[src/core/dsu_uart_regs.svh]
// Register offsets, field positions, reset values and rate constants
`ifndef DSU_UART_REGS_SVH
`define DSU_UART_REGS_SVH

// ==========================================================
// Register offsets
`define DSU_OFF_DATA 3'h0
`define DSU_OFF_DIVH 3'h1
`define DSU_OFF_IID 3'h2
`define DSU_OFF_LFC 3'h3
`define DSU_OFF_MOC 3'h4
`define DSU_OFF_LSF 3'h5

// ==========================================================
// Field positions
`define DSU_LFC_DIV_ACCESS 7
`define DSU_LFC_BREAK 6
`define DSU_LFC_STICK 5
`define DSU_LFC_EVEN 4
`define DSU_LFC_PAR 3
`define DSU_LFC_STOP2 2
`define DSU_MOC_RTS 1
`define DSU_MOC_GATE 3
`define DSU_IEN_RX 0
`define DSU_IEN_TX 1

// ==========================================================
// Reset values and answers
`define DSU_RST_BYTE 8'h00
`define DSU_RST_DIV_LO 8'h0C
`define DSU_IID_NONE 8'h01
`define DSU_IID_TXE 8'h02
`define DSU_IID_RXA 8'h04

// ==========================================================
// Reference clock from a 50 MHz system clock: phase step per
// cycle is F_ref * 2^24 / 50e6 (1.8432 MHz and 7.3728 MHz)
`define DSU_REF_HZ_BASE 1843200
`define DSU_REF_HZ_QUAD 7372800
`define DSU_SYS_HZ 50000000
`define DSU_STEP_BASE 24'h096FEB
`define DSU_STEP_QUAD 24'h25BFAD
`define DSU_OVERSAMPLE 4'hF
`define DSU_MID_SAMPLE 4'h7

`endif

[src/core/dsu_uart_pkg.sv]
// Types shared by the serial port modules
`default_nettype none
package dsu_uart_pkg;
    typedef enum {TX_IDLE, TX_START, TX_DATA, TX_PAR, TX_STOP} dsu_tx_t;
    typedef enum {RX_IDLE, RX_START, RX_DATA, RX_PAR, RX_STOP} dsu_rx_t;
endpackage
`default_nettype wire

[src/core/dsu_stream_if.sv]
// Byte stream with valid and ready between port modules
`timescale 1ns/1ps
`default_nettype none
interface dsu_stream_if;
    logic [7:0] data;
    logic valid;
    logic ready;
    modport src (output data, output valid, input ready);
    modport snk (input data, input valid, output ready);
endinterface
`default_nettype wire

[src/core/dsu_uart.sv]
// Byte-wide asynchronous serial port with transceiver direction control
`timescale 1ns/1ps
`default_nettype none
`include "dsu_uart_regs.svh"

// Notes on behaviour
// RULE1: Bit 7 of offset 3 maps divisor in
// RULE2: Host writes divisor low then high byte
// RULE3: Reference 1.8432 or 7.3728 MHz by option
// RULE4: Divisor twelve 9600, one 115200 baud
// RULE5: Bits 1:0 give length minus five
// RULE6: Bit 2 picks one or two stops
// RULE7: Bits 3..6 give parity and break
// RULE8: Host clears access select after divisor load
// RULE9: Value 0x03 gives 8N1, data visible
// RULE10: Host flushes receiver with two reads
// RULE11: Status bit 0 shows waiting character
// RULE12: Offset 2 reads pending interrupt source
// RULE13: Receive-available source reads with weight 4
// RULE14: RS485 auto mode drives while data pending
// RULE15: Host raises RTS before sending
// RULE16: RTS steers transceiver direction
// RULE17: Status bit 5 shows holding register empty
// RULE18: Host drops RTS after last character
// RULE19: Control bit 3 gates interrupt request
// RULE20: Option selects RS422 or RS485 path
// RULE21: Data and enable regs when access off
module dsu_uart
(
    // Clock and reset
    input wire logic clk,
    input wire logic rst,
    // Host register port
    input wire logic [2:0] reg_addr,
    input wire logic reg_wr,
    input wire logic reg_rd,
    input wire logic [7:0] reg_wdata,
    output logic [7:0] reg_rdata,
    // Jumper options
    input wire logic quadruple_clock_option,
    input wire logic rs485_mode,
    input wire logic auto_driver,
    // Serial line and transceiver
    input wire logic rx_line,
    output logic tx_line,
    output logic driver_enable,
    output logic rts_out,
    output logic irq
);
    // ======================================================
    // Register state
    logic [7:0] div_lo_reg, div_hi_reg, lfc_reg, moc_reg, ien_reg;
    logic [7:0] thr_reg;
    logic thr_full_reg, overrun_reg, par_err_reg, frame_err_reg;
    logic divisor_access_select;
    logic wr_data, rd_data, rd_lsf;
    logic [7:0] iid;
    logic rx_pend, tx_pend;
    dsu_stream_if rxq_in ();
    dsu_stream_if rxq_out ();

    function automatic logic par_bit(input logic [7:0] d,
                                     input logic [7:0] lfc);
        if (lfc[`DSU_LFC_STICK])
            par_bit = ~lfc[`DSU_LFC_EVEN];
        else
            par_bit = (^d) ^ ~lfc[`DSU_LFC_EVEN];
    endfunction

    assign divisor_access_select = lfc_reg[`DSU_LFC_DIV_ACCESS]; // see RULE1
    assign wr_data = reg_wr && reg_addr == `DSU_OFF_DATA
        && !divisor_access_select;
    assign rd_data = reg_rd && reg_addr == `DSU_OFF_DATA
        && !divisor_access_select;
    assign rd_lsf = reg_rd && reg_addr == `DSU_OFF_LSF;
    assign rxq_out.ready = rd_data; // see RULE21

    // ======================================================
    // Host writes
    always_ff @(posedge clk or posedge rst)
    begin
        if (rst)
        begin
            div_lo_reg <= `DSU_RST_DIV_LO;
            div_hi_reg <= `DSU_RST_BYTE;
            lfc_reg <= `DSU_RST_BYTE;
            moc_reg <= `DSU_RST_BYTE;
            ien_reg <= `DSU_RST_BYTE;
        end
        else if (reg_wr)
        begin
            case (reg_addr)
                `DSU_OFF_DATA:
                    if (divisor_access_select)
                        div_lo_reg <= reg_wdata; // see RULE1
                `DSU_OFF_DIVH:
                    if (divisor_access_select)
                        div_hi_reg <= reg_wdata; // see RULE1
                    else
                        ien_reg <= reg_wdata; // see RULE21
                `DSU_OFF_LFC: lfc_reg <= reg_wdata; // see RULE9
                `DSU_OFF_MOC: moc_reg <= reg_wdata;
                default: ;
            endcase
        end
    end

    // ======================================================
    // Reference clock and 16x sample tick
    logic q1_reg, q2_reg, rx1_reg, rx2_reg;
    logic m1_reg, m2_reg, a1_reg, a2_reg, auto_dir;
    logic [24:0] phase_sum;
    logic [23:0] phase_reg;
    logic [15:0] div_cnt_reg;
    logic os_tick;
    logic ref_tick_reg;

    always_ff @(posedge clk or posedge rst)
    begin
        if (rst)
        begin
            q1_reg <= 1'b0;
            q2_reg <= 1'b0;
            rx1_reg <= 1'b1;
            rx2_reg <= 1'b1;
            m1_reg <= 1'b0;
            m2_reg <= 1'b0;
            a1_reg <= 1'b0;
            a2_reg <= 1'b0;
        end
        else
        begin
            q1_reg <= quadruple_clock_option;
            q2_reg <= q1_reg;
            rx1_reg <= rx_line;
            rx2_reg <= rx1_reg;
            m1_reg <= rs485_mode;
            m2_reg <= m1_reg;
            a1_reg <= auto_driver;
            a2_reg <= a1_reg;
        end
    end

    assign phase_sum = {1'b0, phase_reg}
        + {1'b0, q2_reg ? `DSU_STEP_QUAD : `DSU_STEP_BASE}; // see RULE3
    assign os_tick = ref_tick_reg && (div_cnt_reg <= 16'h0001);
    assign auto_dir = m2_reg && a2_reg; // see RULE20

    always_ff @(posedge clk or posedge rst)
    begin
        if (rst)
        begin
            phase_reg <= 24'h000000;
            ref_tick_reg <= 1'b0;
            div_cnt_reg <= 16'h0000;
        end
        else
        begin
            phase_reg <= phase_sum[23:0];
            ref_tick_reg <= phase_sum[24];
            if (ref_tick_reg)
            begin
                if (div_cnt_reg <= 16'h0001)
                    div_cnt_reg <= {div_hi_reg, div_lo_reg}; // see RULE4
                else
                    div_cnt_reg <= div_cnt_reg - 16'h0001;
            end
        end
    end

    // ======================================================
    // Transmitter
    dsu_uart_pkg::dsu_tx_t tx_st_reg;
    logic [3:0] tx_tick_reg;
    logic [2:0] tx_bit_reg;
    logic [7:0] tx_sh_reg;
    logic tx_stop2_reg;
    logic [2:0] last_bit;

    assign last_bit = {1'b1, lfc_reg[1:0]}; // see RULE5

    always_ff @(posedge clk or posedge rst)
    begin
        if (rst)
        begin
            tx_st_reg <= dsu_uart_pkg::TX_IDLE;
            tx_tick_reg <= 4'h0;
            tx_bit_reg <= 3'h0;
            tx_sh_reg <= `DSU_RST_BYTE;
            tx_stop2_reg <= 1'b0;
            thr_reg <= `DSU_RST_BYTE;
            thr_full_reg <= 1'b0;
        end
        else
        begin
            if (os_tick)
            begin
                tx_tick_reg <= tx_tick_reg + 4'h1;
                case (tx_st_reg)
                    dsu_uart_pkg::TX_IDLE:
                        if (thr_full_reg)
                        begin
                            tx_sh_reg <= thr_reg;
                            thr_full_reg <= 1'b0;
                            tx_tick_reg <= 4'h0;
                            tx_st_reg <= dsu_uart_pkg::TX_START;
                        end
                    dsu_uart_pkg::TX_START:
                        if (tx_tick_reg == `DSU_OVERSAMPLE)
                        begin
                            tx_bit_reg <= 3'h0;
                            tx_st_reg <= dsu_uart_pkg::TX_DATA;
                        end
                    dsu_uart_pkg::TX_DATA:
                        if (tx_tick_reg == `DSU_OVERSAMPLE)
                        begin
                            tx_bit_reg <= tx_bit_reg + 3'h1;
                            tx_sh_reg <= {1'b0, tx_sh_reg[7:1]};
                            tx_stop2_reg <= lfc_reg[`DSU_LFC_STOP2];
                            if (tx_bit_reg == last_bit)
                                tx_st_reg <= lfc_reg[`DSU_LFC_PAR] ?
                                    dsu_uart_pkg::TX_PAR :
                                    dsu_uart_pkg::TX_STOP; // see RULE7
                        end
                    dsu_uart_pkg::TX_PAR:
                        if (tx_tick_reg == `DSU_OVERSAMPLE)
                            tx_st_reg <= dsu_uart_pkg::TX_STOP;
                    dsu_uart_pkg::TX_STOP:
                        if (tx_tick_reg == `DSU_OVERSAMPLE)
                        begin
                            tx_stop2_reg <= 1'b0; // see RULE6
                            if (!tx_stop2_reg)
                                tx_st_reg <= dsu_uart_pkg::TX_IDLE;
                        end
                    default: tx_st_reg <= dsu_uart_pkg::TX_IDLE;
                endcase
            end
            if (wr_data)
            begin
                thr_reg <= reg_wdata; // see RULE21
                thr_full_reg <= 1'b1;
            end
        end
    end

    // Parity of the character held in the shifter at its load
    logic [7:0] tx_word_reg;
    always_ff @(posedge clk or posedge rst)
    begin
        if (rst)
            tx_word_reg <= `DSU_RST_BYTE;
        else if (os_tick && tx_st_reg == dsu_uart_pkg::TX_IDLE
                 && thr_full_reg)
            tx_word_reg <= thr_reg & (8'hFF >> (3'h3 - lfc_reg[1:0]));
    end

    // ======================================================
    // Receiver
    dsu_uart_pkg::dsu_rx_t rx_st_reg;
    logic [3:0] rx_tick_reg;
    logic [2:0] rx_bit_reg;
    logic [7:0] rx_sh_reg;
    logic rx_push_reg, rx_pe_reg;
    logic [7:0] rx_word;

    assign rx_word = rx_sh_reg >> (3'h3 - lfc_reg[1:0]);
    assign rxq_in.data = rx_word;
    assign rxq_in.valid = rx_push_reg;

    always_ff @(posedge clk or posedge rst)
    begin
        if (rst)
        begin
            rx_st_reg <= dsu_uart_pkg::RX_IDLE;
            rx_tick_reg <= 4'h0;
            rx_bit_reg <= 3'h0;
            rx_sh_reg <= `DSU_RST_BYTE;
            rx_push_reg <= 1'b0;
            rx_pe_reg <= 1'b0;
        end
        else
        begin
            rx_push_reg <= 1'b0;
            if (os_tick)
            begin
                rx_tick_reg <= rx_tick_reg + 4'h1;
                case (rx_st_reg)
                    dsu_uart_pkg::RX_IDLE:
                        if (!rx2_reg)
                        begin
                            rx_tick_reg <= 4'h0;
                            rx_st_reg <= dsu_uart_pkg::RX_START;
                        end
                    dsu_uart_pkg::RX_START:
                        if (tx_tick_sync(rx_tick_reg))
                        begin
                            rx_tick_reg <= 4'h0;
                            rx_bit_reg <= 3'h0;
                            rx_st_reg <= rx2_reg ? dsu_uart_pkg::RX_IDLE
                                                 : dsu_uart_pkg::RX_DATA;
                        end
                    dsu_uart_pkg::RX_DATA:
                        if (rx_tick_reg == `DSU_OVERSAMPLE)
                        begin
                            rx_sh_reg <= {rx2_reg, rx_sh_reg[7:1]};
                            rx_bit_reg <= rx_bit_reg + 3'h1;
                            if (rx_bit_reg == last_bit)
                                rx_st_reg <= lfc_reg[`DSU_LFC_PAR] ?
                                    dsu_uart_pkg::RX_PAR :
                                    dsu_uart_pkg::RX_STOP;
                        end
                    dsu_uart_pkg::RX_PAR:
                        if (rx_tick_reg == `DSU_OVERSAMPLE)
                        begin
                            rx_pe_reg <= rx2_reg
                                != par_bit(rx_word, lfc_reg); // see RULE7
                            rx_st_reg <= dsu_uart_pkg::RX_STOP;
                        end
                    dsu_uart_pkg::RX_STOP:
                        if (rx_tick_reg == `DSU_OVERSAMPLE)
                        begin
                            rx_push_reg <= 1'b1;
                            rx_st_reg <= dsu_uart_pkg::RX_IDLE;
                        end
                    default: rx_st_reg <= dsu_uart_pkg::RX_IDLE;
                endcase
            end
        end
    end

    function automatic logic tx_tick_sync(input logic [3:0] t);
        tx_tick_sync = (t == `DSU_MID_SAMPLE);
    endfunction

    dsu_byte_buf u_rxq
    (
        .clk(clk),
        .rst(rst),
        .up(rxq_in),
        .dn(rxq_out)
    );

    // Sticky errors; a new error wins over the clearing status read
    always_ff @(posedge clk or posedge rst)
    begin
        if (rst)
        begin
            overrun_reg <= 1'b0;
            par_err_reg <= 1'b0;
            frame_err_reg <= 1'b0;
        end
        else
        begin
            if (rd_lsf)
            begin
                overrun_reg <= 1'b0;
                par_err_reg <= 1'b0;
                frame_err_reg <= 1'b0;
            end
            if (rx_push_reg && !rxq_in.ready)
                overrun_reg <= 1'b1;
            if (rx_push_reg && rx_pe_reg)
                par_err_reg <= 1'b1;
            if (os_tick && rx_st_reg == dsu_uart_pkg::RX_STOP
                && rx_tick_reg == `DSU_OVERSAMPLE && !rx2_reg)
                frame_err_reg <= 1'b1;
        end
    end

    // ======================================================
    // Interrupt source, read data and line outputs
    assign rx_pend = rxq_out.valid && ien_reg[`DSU_IEN_RX];
    assign tx_pend = !thr_full_reg && ien_reg[`DSU_IEN_TX];
    assign iid = rx_pend ? `DSU_IID_RXA : // see RULE13
                 tx_pend ? `DSU_IID_TXE : `DSU_IID_NONE;

    always_ff @(posedge clk or posedge rst)
    begin
        if (rst)
            reg_rdata <= `DSU_RST_BYTE;
        else if (reg_rd)
        begin
            case (reg_addr)
                `DSU_OFF_DATA:
                    reg_rdata <= divisor_access_select ? div_lo_reg
                        : rxq_out.data;
                `DSU_OFF_DIVH:
                    reg_rdata <= divisor_access_select ? div_hi_reg
                        : ien_reg;
                `DSU_OFF_IID: reg_rdata <= iid; // see RULE12
                `DSU_OFF_LFC: reg_rdata <= lfc_reg;
                `DSU_OFF_MOC: reg_rdata <= moc_reg;
                `DSU_OFF_LSF:
                    reg_rdata <= {1'b0,
                        !thr_full_reg && tx_st_reg == dsu_uart_pkg::TX_IDLE,
                        !thr_full_reg, // see RULE17
                        1'b0, frame_err_reg, par_err_reg, overrun_reg,
                        rxq_out.valid}; // see RULE11
                default: reg_rdata <= `DSU_RST_BYTE;
            endcase
        end
    end

    always_ff @(posedge clk or posedge rst)
    begin
        if (rst)
        begin
            tx_line <= 1'b1;
            driver_enable <= 1'b0;
            rts_out <= 1'b0;
            irq <= 1'b0;
        end
        else
        begin
            tx_line <= !lfc_reg[`DSU_LFC_BREAK] && (
                tx_st_reg == dsu_uart_pkg::TX_DATA ? tx_sh_reg[0] :
                tx_st_reg == dsu_uart_pkg::TX_PAR ?
                    par_bit(tx_word_reg, lfc_reg) :
                tx_st_reg != dsu_uart_pkg::TX_START);
            rts_out <= moc_reg[`DSU_MOC_RTS]; // see RULE15
            if (auto_dir)
                driver_enable <= thr_full_reg
                    || tx_st_reg != dsu_uart_pkg::TX_IDLE; // see RULE14
            else
                driver_enable <= moc_reg[`DSU_MOC_RTS]; // see RULE16
            irq <= moc_reg[`DSU_MOC_GATE]
                && (rx_pend || tx_pend); // see RULE19
        end
    end

    // ======================================================
    // Checks
    a_div_low_load: assert property ( // see RULE1
        @(posedge clk) disable iff (rst)
        reg_wr && reg_addr == `DSU_OFF_DATA && divisor_access_select
        |=> div_lo_reg == $past(reg_wdata) && !$rose(thr_full_reg))
        else $error("divisor low byte not loaded");
    a_div_high_guard: assert property ( // see RULE21
        @(posedge clk) disable iff (rst)
        reg_wr && reg_addr == `DSU_OFF_DIVH && !divisor_access_select
        |=> $stable(div_hi_reg))
        else $error("divisor changed with access off");
    a_lfc_write: assert property ( // see RULE9
        @(posedge clk) disable iff (rst)
        reg_wr && reg_addr == `DSU_OFF_LFC && reg_wdata == 8'h03
        |=> !divisor_access_select && lfc_reg[2:0] == 3'h3 && !lfc_reg[3])
        else $error("line control value not applied");
    a_ready_flag: assert property ( // see RULE11
        @(posedge clk) disable iff (rst)
        rd_lsf |=> reg_rdata[0] == $past(rxq_out.valid))
        else $error("data ready flag wrong");
    a_thr_empty: assert property ( // see RULE17
        @(posedge clk) disable iff (rst)
        wr_data && tx_st_reg != dsu_uart_pkg::TX_IDLE
        ##1 tx_st_reg != dsu_uart_pkg::TX_IDLE
        ##1 rd_lsf && tx_st_reg != dsu_uart_pkg::TX_IDLE |=> !reg_rdata[5])
        else $error("holding empty after write");
    a_iid_rx: assert property ( // see RULE13
        @(posedge clk) disable iff (rst)
        reg_rd && reg_addr == `DSU_OFF_IID && rx_pend
        |=> reg_rdata == `DSU_IID_RXA)
        else $error("receive source not reported");
    a_auto_drive: assert property ( // see RULE14
        @(posedge clk) disable iff (rst)
        auto_dir && thr_full_reg |=> driver_enable)
        else $error("driver not enabled in auto mode");
    a_rts_direction: assert property ( // see RULE16
        @(posedge clk) disable iff (rst)
        !auto_dir |=> driver_enable == $past(moc_reg[`DSU_MOC_RTS]))
        else $error("direction does not follow RTS");
    a_irq_gate: assert property ( // see RULE19
        @(posedge clk) disable iff (rst)
        !moc_reg[`DSU_MOC_GATE] |=> !irq)
        else $error("interrupt passed closed gate");
    a_tx_start: assert property (@(posedge clk) disable iff (rst)
        tx_st_reg == dsu_uart_pkg::TX_START && !lfc_reg[`DSU_LFC_BREAK]
        |=> !tx_line)
        else $error("start bit not driven low");
endmodule
`default_nettype wire

[src/core/dsu_byte_buf.sv]
// Two-entry receive buffer
`timescale 1ns/1ps
`default_nettype none
module dsu_byte_buf
(
    // Clock and reset
    input wire logic clk,
    input wire logic rst,
    // Filling and draining sides
    dsu_stream_if.snk up,
    dsu_stream_if.src dn
);
    logic [7:0] mem [0:1];
    logic wr_ptr_reg;
    logic rd_ptr_reg;
    logic [1:0] count_reg;
    logic push;
    logic pop;

    assign up.ready = (count_reg != 2'h2);
    assign dn.valid = (count_reg != 2'h0);
    assign dn.data = mem[rd_ptr_reg];
    assign push = up.valid && up.ready;
    assign pop = dn.valid && dn.ready;

    always_ff @(posedge clk)
    begin
        if (push)
        begin
            mem[wr_ptr_reg] <= up.data;
        end
    end

    always_ff @(posedge clk or posedge rst)
    begin
        if (rst)
        begin
            wr_ptr_reg <= 1'b0;
            rd_ptr_reg <= 1'b0;
            count_reg <= 2'h0;
        end
        else
        begin
            if (push)
                wr_ptr_reg <= ~wr_ptr_reg;
            if (pop)
                rd_ptr_reg <= ~rd_ptr_reg;
            count_reg <= count_reg + {1'b0, push} - {1'b0, pop};
        end
    end

    a_buf_bound: assert property (@(posedge clk) disable iff (rst)
        count_reg <= 2'h2)
        else $error("buffer count exceeds two");
endmodule
`default_nettype wire

[config.mk]
export PLATFORM = sky130hd
export DESIGN_NAME = dsu_uart
export DESIGN_NICKNAME = d
export VERILOG_FILES = /design/src/core/dsu_uart_pkg.sv /design/src/core/dsu_stream_if.sv /design/src/core/dsu_uart.sv /design/src/core/dsu_byte_buf.sv
export VERILOG_INCLUDE_DIRS = /design/src /design/src/core
export SDC_FILE = /design/constraint.sdc
export NUM_CORES = 1
export LEC_CHECK = 0
export ABC_AREA = 1
export BUFFER_PORTS_ARGS = -buffer_cell sky130_fd_sc_hd__buf_2
export CORE_MARGIN = 2
export CORE_UTILIZATION = 40
export CTS_BUF_LIST = sky130_fd_sc_hd__clkbuf_8
export CTS_CLUSTER_DIAMETER = 200
export DETAILED_ROUTE_END_ITERATION = 10
export MAX_ROUTING_LAYER = met4
export SYNTH_ARGS = -nofsm -noshare
export SYNTH_HDL_FRONTEND = slang
export SYNTH_SLANG_ARGS = --single-unit
[constraint.sdc]
create_clock -name clk -period 10.2 [get_ports clk]
set_input_delay 1.02 -clock clk [delete_from_list [all_inputs] [get_ports clk]]
set_output_delay 1.02 -clock clk [all_outputs]
set_load 0.03 [all_outputs]
# --- Yosys cells after proc, flatten, opt, wreduce, memory -nomap -nowiden ---
# Memory sizes are Yosys's and may differ from the RTL's.
# Index checks and enable logic that the tools add are counted.
totals:
  ramBits: 16
  register_bits: 222
  input_bits: 19
  wordCells: 218
  memories: 1
mem_list:
  columns: ["memory", "depth", "word_bits", "rd", "rd_clocked_by_memory_dff", "wr", "line", "rtl"]
  rows:
  - ["u_rxq.mem", 2, 8, 1, 0, 1, "dsu_byte_buf.sv:13", "logic [7:0] mem [0:1];"]
op_classes:
  n_eq_ne: 37
  bitwise: 7
  n_reduce_logical: 59
  n_mux: 61
  n_shift: 2
  n_lt_le_gt_ge: 1
  n_addsub: 9
ops:
  columns: ["op", "n"]
  rows:
  - ["two-way mux 32 bit", 13]
  - ["one-hot mux 32 bit (5 select lines)", 2]
  - ["== test 32 x 2 -> 1 bit (second input constant)", 4]
  - ["== test 32 x 3 -> 1 bit (second input constant)", 4]
  - ["logical NOT 32 bit", 3]
  - ["== test 32 x 1 -> 1 bit (second input constant)", 2]
  - ["one-hot mux 8 bit (6 select lines)", 1]
  - ["== test 32 x 4 -> 1 bit (second input constant)", 1]
  - ["two-way mux 8 bit", 4]
  - ["inequality test 32 x 2 -> 1 bit (second input constant)", 1]
  - ["nonzero test 32 bit", 1]
  - ["inequality test 2 bit (second input constant)", 14]
  - ["adder 24 x 22 -> 25 bit", 1]
  - ["two-way mux 1 bit", 22]
  - ["two-way mux 22 bit", 1]
  - ["logical AND 1 bit", 21]
  - ["nonzero test 2 bit", 10]
  - ["two-way mux 3 bit", 6]
  - ["less-or-equal comparator 16 x 1 -> 1 bit (second input constant)", 1]
  - ["two-way mux 16 bit", 1]
  - ["two-way mux 4 bit", 4]
  - ["one-hot mux 8 bit (2 select lines)", 1]
  - ["AND reduction 4 bit", 4]
  - ["parity 8 bit", 2]
  - ["29 further kinds", 52]

# --- Logic depth before layout (Yosys ltp) ---
# Gate-level depths: netlist of run 1.
logic_depth:
  depth_word: 9
  depth_mapped: 16

# --- Modules after synthesis ---
# From an unflattened synthesis of run 1, not the netlist that was laid out.
unflattened:
  hier_cells: 1146
  area_unflattened_um2: 9265.1
by_module_without_submodules:
  columns: ["module", "n_inst", "area_per_inst_um2", "cells_per_inst"]
  rows:
  - ["dsu_uart", 1, 8433.1, 1072]
  - ["dsu_byte_buf", 1, 832.0, 74]

# --- Least setup slack after synthesis of run 1 ---
# No wires, ideal clock.
synth_timing:
  kind: "input to register"
  startpoint: "input reg_rd"
  endpoint: "register u_rxq.count_reg[0]"
  cell_stages: 6
  arrival_ps: 2249
  path_buffers: 1
  slack_ps: 7825
  cell_sequence: "clkbuf_1 -> inv_1 -> nor4_1 -> ha_1 -> inv_1 -> ha_1"
synth_via:
  elab_chain_len: 4
synth_rtl:
  columns: ["element", "line", "rtl"]
  rows:
  - ["start: declaration", "dsu_uart.sv:36", "input wire logic reg_rd,"]
  - ["logical AND 1 bit (no source line)", null, null]
  - ["logical AND 1 bit", "dsu_uart.sv:73", "assign rd_data = reg_rd && reg_addr == `DSU_OFF_DATA"]
  - ["logical AND 1 bit", "dsu_byte_buf.sv:24", "assign pop = dn.valid && dn.ready;"]
  - ["named net u_rxq.pop", "dsu_byte_buf.sv:18", "logic pop;"]
  - ["subtractor 2 x 1 -> 2 bit", "dsu_byte_buf.sv:48", "count_reg <= count_reg + {1'b0, push} - {1'b0, pop};"]
  - ["end signal: assignment", "dsu_byte_buf.sv:48", null]
  - ["end: declaration", "dsu_byte_buf.sv:16", "logic [1:0] count_reg;"]
# The timed path passes the listed nets, and every way through them passes these cells.
# A chain may end at the register's enable or synchronous reset.

# --- Final worst setup path of run 1 ---
layout_timing:
  startpoint: "register div_cnt_reg[0]"
  endpoint: "register tx_word_reg[3]"
layout_via:
  elab_chain_len: 4
layout_rtl:
  columns: ["element", "line", "rtl"]
  rows:
  - ["start: declaration", "dsu_uart.sv:114", "logic [15:0] div_cnt_reg;"]
  - ["start signal: assignment", "dsu_uart.sv:164", "div_cnt_reg <= {div_hi_reg, div_lo_reg};"]
  - ["start signal: assignment", "dsu_uart.sv:166", "div_cnt_reg <= div_cnt_reg - 16'h0001;"]
  - ["less-or-equal comparator 16 x 1 -> 1 bit", "dsu_uart.sv:146", "assign os_tick = ref_tick_reg && (div_cnt_reg <= 16'h0001);"]
  - ["logical AND 1 bit", "dsu_uart.sv:146", null]
  - ["logical AND 1 bit", "dsu_uart.sv:252", "else if (os_tick && tx_st_reg == dsu_uart_pkg::TX_IDLE"]
  - ["logical AND 1 bit", "dsu_uart.sv:253", "&& thr_full_reg)"]
  - ["end signal: assignment", "dsu_uart.sv:251", "tx_word_reg <= `DSU_RST_BYTE;"]
  - ["end signal: assignment", "dsu_uart.sv:254", "tx_word_reg <= thr_reg & (8'hFF >> (3'h3 - lfc_reg[1:0]));"]
  - ["end: declaration", "dsu_uart.sv:247", "logic [7:0] tx_word_reg;"]
# Every way passes these cells.

==> metrics.txt, run 1 <==
Layout area overhead 9.27%; initial antenna violation count 0; CTS root buffer clkbuf_8; Yosys top cell by area dfrtp_1; CP Capture Type flop; # H-tree levels 4; library cells used by synthesis 52; Die ar. 24300 sq um; number of synthesized flops with an enable pin 16; Placer Congestion 0.892; worst setup path start div_cnt_reg[0]; antenna cell count 0; Fillers 2222; Slew HR 0.408; Final Hold Vio Count 0; fmax 375 MHz; PortBufs 30; clock-pin slew on the worst setup and hold paths 0.09 ns; Syn Inst Count 1105; average size of a mapped cell 8.34 sq um; Clk Latency, worst-skew pair 0.46 ns; Hold Path Class flop to flop; IO Count 31; Num CTS Buffers 17; clk buf depth 2; TNS Setup 0 ns; number of max-cap violations 0; flop2flop setup slack 7.53 ns; outcome completed; critical path data required time 10.59 ns; worst vdd ir 0.111 mV; Leakage 4.94 nW; final setup fails 0; core area 22600 sq um; hold_buf cts 0; max FFs per register 24; Syn Nets 1142; Area contributors post-synth dfrtp_1 43%, nand2_1 13%, o21ai_0 5.5%, edfxtp_1 5.2%, inv_1 5.0%; chip width 156 um; worst setup path category flop to flop; Top FF cell, synth dfrtp_1; Final HPWL DP 15600 um; die height 156 um; CTS tree yes; Overflow after GRT 0; std cell rows 55; Setup crit end tx_word_reg[3]; Tcrit/Tclk final 0.261; DR vias/cell 5.07; share of synthesized flip-flops with an asynchronous set or reset 0.911; clk_skew 0.0159 ns; fraction of layout cells with a size suffix above 1 0.102; clk sinks 180; Initial Util 0.407; GR Util All Layers 0.193; area share of the largest cell type after synthesis 0.432; first-pass GRT wire length 35900 um; Slew Viols, Final 0; FF/Latch Area 4590 sq um; met2 Resource Use GR 0.300; WP data arrival 3.06 ns; Critical Path Fanout Max 21; met3 GRT Util 0.0336; yosys warns 0; post_cts resized 0; type of origin of the critical path flop; via count 7229; RSZ-0062 raised after global routing false; RR Startpoint div_cnt_reg[0]; post-layout util 0.445; Worst Reg-to-Reg Cells 12; GRT busiest layer met2; Detail Route Antenna Nets 0; Seq cells post-synth 180; # nets final 1167; post-CTS setup buffer count 0; largest net degree at the start of global routing 96; multi-input logic area 4000 sq um; FF-to-FF End tx_word_reg[3]; routed len/inst 14.9 um; DRT iter0 DRCs 558; Synth Cell Area 9220 sq um; Least-Margin Pin Slew 0.889 ns; sequential-to-total area share from yosys stat 0.498; met1 track demand over resource 0.267; Power Total 2.43 mW; Tmin final 2.67 ns; PD cells 241 nW/um^2; TritonRoute pass-1 iters 5; wirelength, routed 21300 um; vias in the first global route 6997; Residual DRC 0
==> metrics by stage <==
stage / worst slack (ns) / hold WS, ns / std cells / instance area (sq um)
4_1_cts: 7.50 / 0.358 / 1427 / 10100
6_report: 7.53 / 0.354 / 1427 / 10100
5_1_grt: 7.31 / 0.359 / 1427 / 10100
3_5_place_dp: 7.45 / 0.337 / 1396 / 9600
3_3_place_gp: 7.45 / 0.333 / 1396 / 9600
2_1_floorplan: 4.75 / 0.331 / 1105 / 9220
==> cells in the mapped netlist (all sizes together), types with 2 or more instances <==
library cell / count
o21ai: 118
o2111ai: 4
o41ai: 2
nand4: 7
nor4: 4
dfrtp: 159
nand2: 328
xnor2: 17
ha: 17
nand3: 57
a21boi: 2
nor2: 75
o21a: 2
mux2i: 5
o22ai: 2
buf: 10
o32ai: 2
edfxtp: 16
a31oi: 7
a21oi: 50
xor2: 27
inv: 129
o221ai: 4
clkbuf: 15
dfstp: 5
nor3: 17
o211ai: 6
a211oi: 3
a22oi: 4
==> cells in the final DEF (no fill, tap or decap), drive strengths merged, types with 5 or more instances in the layout <==
cell type	count
a21oi	50
dfstp	5
nor3	17
xor2	27
mux2i	5
inv	132
ha	17
o211ai	6
nand2	328
nand4	7
nor2	75
buf	31
dfrtp	159
bufinv	6
edfxtp	16
a31oi	7
xnor2	17
nand3	57
clkbuf	18
o21ai	118
==> where the power goes <==
group / leakage [nW] / total [mW] / switching, mW / internal [mW]
Clock: 0.237 / 0.577 / 0.255 / 0.322
Combinational: 2.48 / 0.782 / 0.493 / 0.289
Sequential: 2.22 / 1.07 / 0.173 / 0.896
Total: 4.94 / 2.43 / 0.921 / 1.51
==> area by class of cell <==
| class | count | share of cell area |
|---|---|---|
| flip-flops and latches | 180 | 0.456 |
| multi-input cells | 770 | 0.397 |
| inverters | 130 | 0.0489 |
| well taps | 285 | 0.0354 |
| clock buffers | 18 | 0.0246 |
| clock inverters | 13 | 0.0229 |
| repair buffers | 31 | 0.0156 |
==> critical path, stage by stage (launching register included) <==
cell,delay (ns)
dfrtp_1,0.39
inv_1,0.11
ha_1,0.23
o21ai_0,0.10
nor2_1,0.14
nand2_2,0.12
nor2_4,0.53
inv_2,0.31
nor2_4,0.16
nand2_2,0.20
inv_2,0.18
nand2_1,0.06
nand2_1,0.07
==> cell families (layout without fill, tap and decap cells) <==
kind of cell | after synthesis | in the layout | synth area share
AO/OA/AOI/OAI | 212 | 212 | 0.133
AND/OR/NAND/NOR | 490 | 490 | 0.227
XOR/XNOR | 44 | 44 | 0.0418
flip-flops | 180 | 180 | 0.498
adder cells (fa/ha/maj) | 18 | 18 | 0.0252
buffers and inverters | 155 | 192 | 0.0684
multiplexers | 6 | 6 | 0.00706
==> per-layer routing <==
layer,vias to the layer above,wire length [um],part of all wire
li1,3657,-,-
met1,3445,10600,0.50
met2,115,9790,0.46
met3,12,705,0.033
met4,0,220,0.010
met5,-,0,0
==> how the worst min path moves through the flow <==
stage	startpoint	end	slack, ns	depth (start not counted)
after floorplan	a1_reg	a2_reg	0.33	0
after global placement	m1_reg	m2_reg	0.33	0
after detailed placement	q1_reg	q2_reg	0.34	0
after CTS	m1_reg	m2_reg	0.36	0
after global routing	m1_reg	m2_reg	0.36	0
final	q1_reg	q2_reg	0.35	0
Power figures use the tool's default switching activity.
==> inputs of run 2 (changes only) <==
- clock period: 10.2 -> 2.74 ns (I/O delays scaled with it)
==> metrics.txt, run 2 (synthesized netlist as in run 1, its figures left out) <==
DR vias/cell 5.04 (was 5.07); clock-pin slew on the worst setup and hold paths 0.10 ns (was 0.09 ns); # H-tree levels 4 (unchanged); Final Hold Vio Count 0 (unchanged); PortBufs 30 (unchanged); CTS tree yes (unchanged); clk_skew 0.0189 ns (was 0.0159 ns); die height 156 um (unchanged); Tcrit/Tclk final 0.857 (was 0.261); Final HPWL DP 16300 um (was 15600 um); Slew Viols, Final 0 (unchanged); post-CTS setup buffer count 0 (unchanged); Residual DRC 0 (unchanged); Die ar. 24300 sq um (unchanged); initial antenna violation count 0 (unchanged); switching part of the total 0.410 (was 0.379); type of origin of the critical path flop (unchanged); final setup fails 0 (unchanged); Hold Path Class input pin to flop (was flop to flop); Tmin final 2.35 ns (was 2.67 ns); number of max-cap violations 0 (unchanged); std cell rows 55 (unchanged); wirelength, routed 22000 um (was 21300 um); clk buf depth 2 (unchanged); Power Total 8.82 mW (was 2.43 mW); Placer Congestion 0.877 (was 0.892); RSZ-0062 raised after global routing false (unchanged); outcome completed (unchanged); Leakage 4.99 nW (was 4.94 nW); IO Count 31 (unchanged); Comb pwr share 0.344 (was 0.322); CTS root buffer clkbuf_8 (unchanged); worst setup path category flop to flop (unchanged); Critical Path Fanout Max 6 (was 21); commonest non-fill, non-tap cells in the layout 315 x nand2_1, 159 x dfrtp_1, 121 x inv_1 (was 315 x nand2_1, 159 x dfrtp_1, 122 x inv_1); TNS Setup 0 ns (unchanged); critical path data required time 3.09 ns (was 10.59 ns); max FFs per register 24 (unchanged); hold_buf cts 5 (was 0); Num CTS Buffers 17 (unchanged); clock group share of total power 0.211 (was 0.238); Int Pwr 5.21 mW (was 1.51 mW); first-pass GRT wire length 36400 um (was 35900 um); fmax 426 MHz (was 375 MHz); # nets final 1183 (was 1167); clk sinks 180 (unchanged); Least-Margin Pin Slew 0.755 ns (was 0.889 ns); PD cells 868 nW/um^2 (was 241 nW/um^2); worst vdd ir 0.396 mV (was 0.111 mV); TritonRoute pass-1 iters 5 (unchanged); Net Switching 3.61 mW (was 0.921 mW); Detail Route Antenna Nets 0 (unchanged); commonest non-fill, non-tap cell in the layout nand2_1 (unchanged); Overflow after GRT 0 (unchanged); antenna cell count 0 (unchanged); routed len/inst 15.2 um (was 14.9 um); CP Capture Type flop (unchanged); fraction of layout cells with a size suffix above 1 0.112 (was 0.102); DRT iter0 DRCs 373 (was 558); largest net degree at the start of global routing 39 (was 96); post_cts resized 0 (unchanged); WP data arrival 2.70 ns (was 3.06 ns); GR Util All Layers 0.197 (was 0.193); chip width 156 um (unchanged); vias in the first global route 7090 (was 6997); Slew HR 0.495 (was 0.408); core area 22600 sq um (unchanged); Layout area overhead 10.2% (was 9.27%); Initial Util 0.407 (unchanged); Seq pwr share 0.445 (was 0.440); via count 7283 (was 7229); Clk Latency, worst-skew pair 0.48 ns (was 0.46 ns)
-- run 2: layer usage --
layer / vias to the layer above / track usage / wire length [um]
li1: 3678 / - / -
met1: 3434 / 0.258 / 10300
met2: 135 / 0.307 / 10400
met3: 36 / 0.0400 / 789
met4: 0 / 0.0664 / 568
met5: - / - / 0
-- run 2: power groups by stage --
stage	Combinational (mW)	Sequential [mW]	Clock [mW]
5_1_grt	3.46	4.02	2.03
2_1_floorplan	2.33	3.85	0
4_1_cts	3.05	3.93	1.92
3_5_place_dp	3.03	3.97	0
6_report	3.04	3.93	1.86
3_3_place_gp	2.99	3.97	0
-- run 2: layout make-up --
cell class              instances  area [sq um]
fillers                      2280         12500
repair buffers                 47           328
flip-flops and latches        180          4590
well taps                     285           357
clock inverters                15           164
clock buffers                  17           234
multi-input cells             770          4000
inverters                     130           492
-- run 2: final timing paths --
| check | end | cells past startpoint | slack [ns] | from |
|---|---|---|---|---|
| min in group asynchronous | tx_st_reg[2] | 3 | 0.43 | rst |
| max in group asynchronous | u_rxq.count_reg[0] | 5 | 1.48 | rst |
| worst max-delay path | phase_reg[17] | 9 | 0.39 | q2_reg |
| worst min register to register | rx2_reg | 0 | 0.36 | rx1_reg |
| worst min-delay path | reg_rdata[5] | 3 | 0.12 | reg_rd |
| worst max register to register | phase_reg[17] | 9 | 0.39 | q2_reg |
-- run 2: through the flow --
step / setup WS (ns) / cells / instance area (sq um) / utilization / hold slack [ns]
after global placement: 0.398 / 1407 / 9720 / 0.429 / 0.335
after floorplan: 0.385 / 1105 / 9220 / - / 0.278
after CTS: 0.373 / 1444 / 10200 / 0.449 / 0.0849
final: 0.390 / 1444 / 10200 / 0.449 / 0.116
after global routing: 0.168 / 1444 / 10200 / 0.449 / 0.0946
after detailed placement: 0.398 / 1407 / 9720 / 0.429 / 0.338
-- run 2: critical path, cell delays in order, from the launching register on --
cell     delay, ns
dfrtp_1       0.50
inv_1         0.20
ha_1          0.32
nand3_1       0.08
nand2_1       0.10
o21ai_0       0.27
inv_1         0.12
a21oi_1       0.29
o21ai_0       0.18
xor2_1        0.17
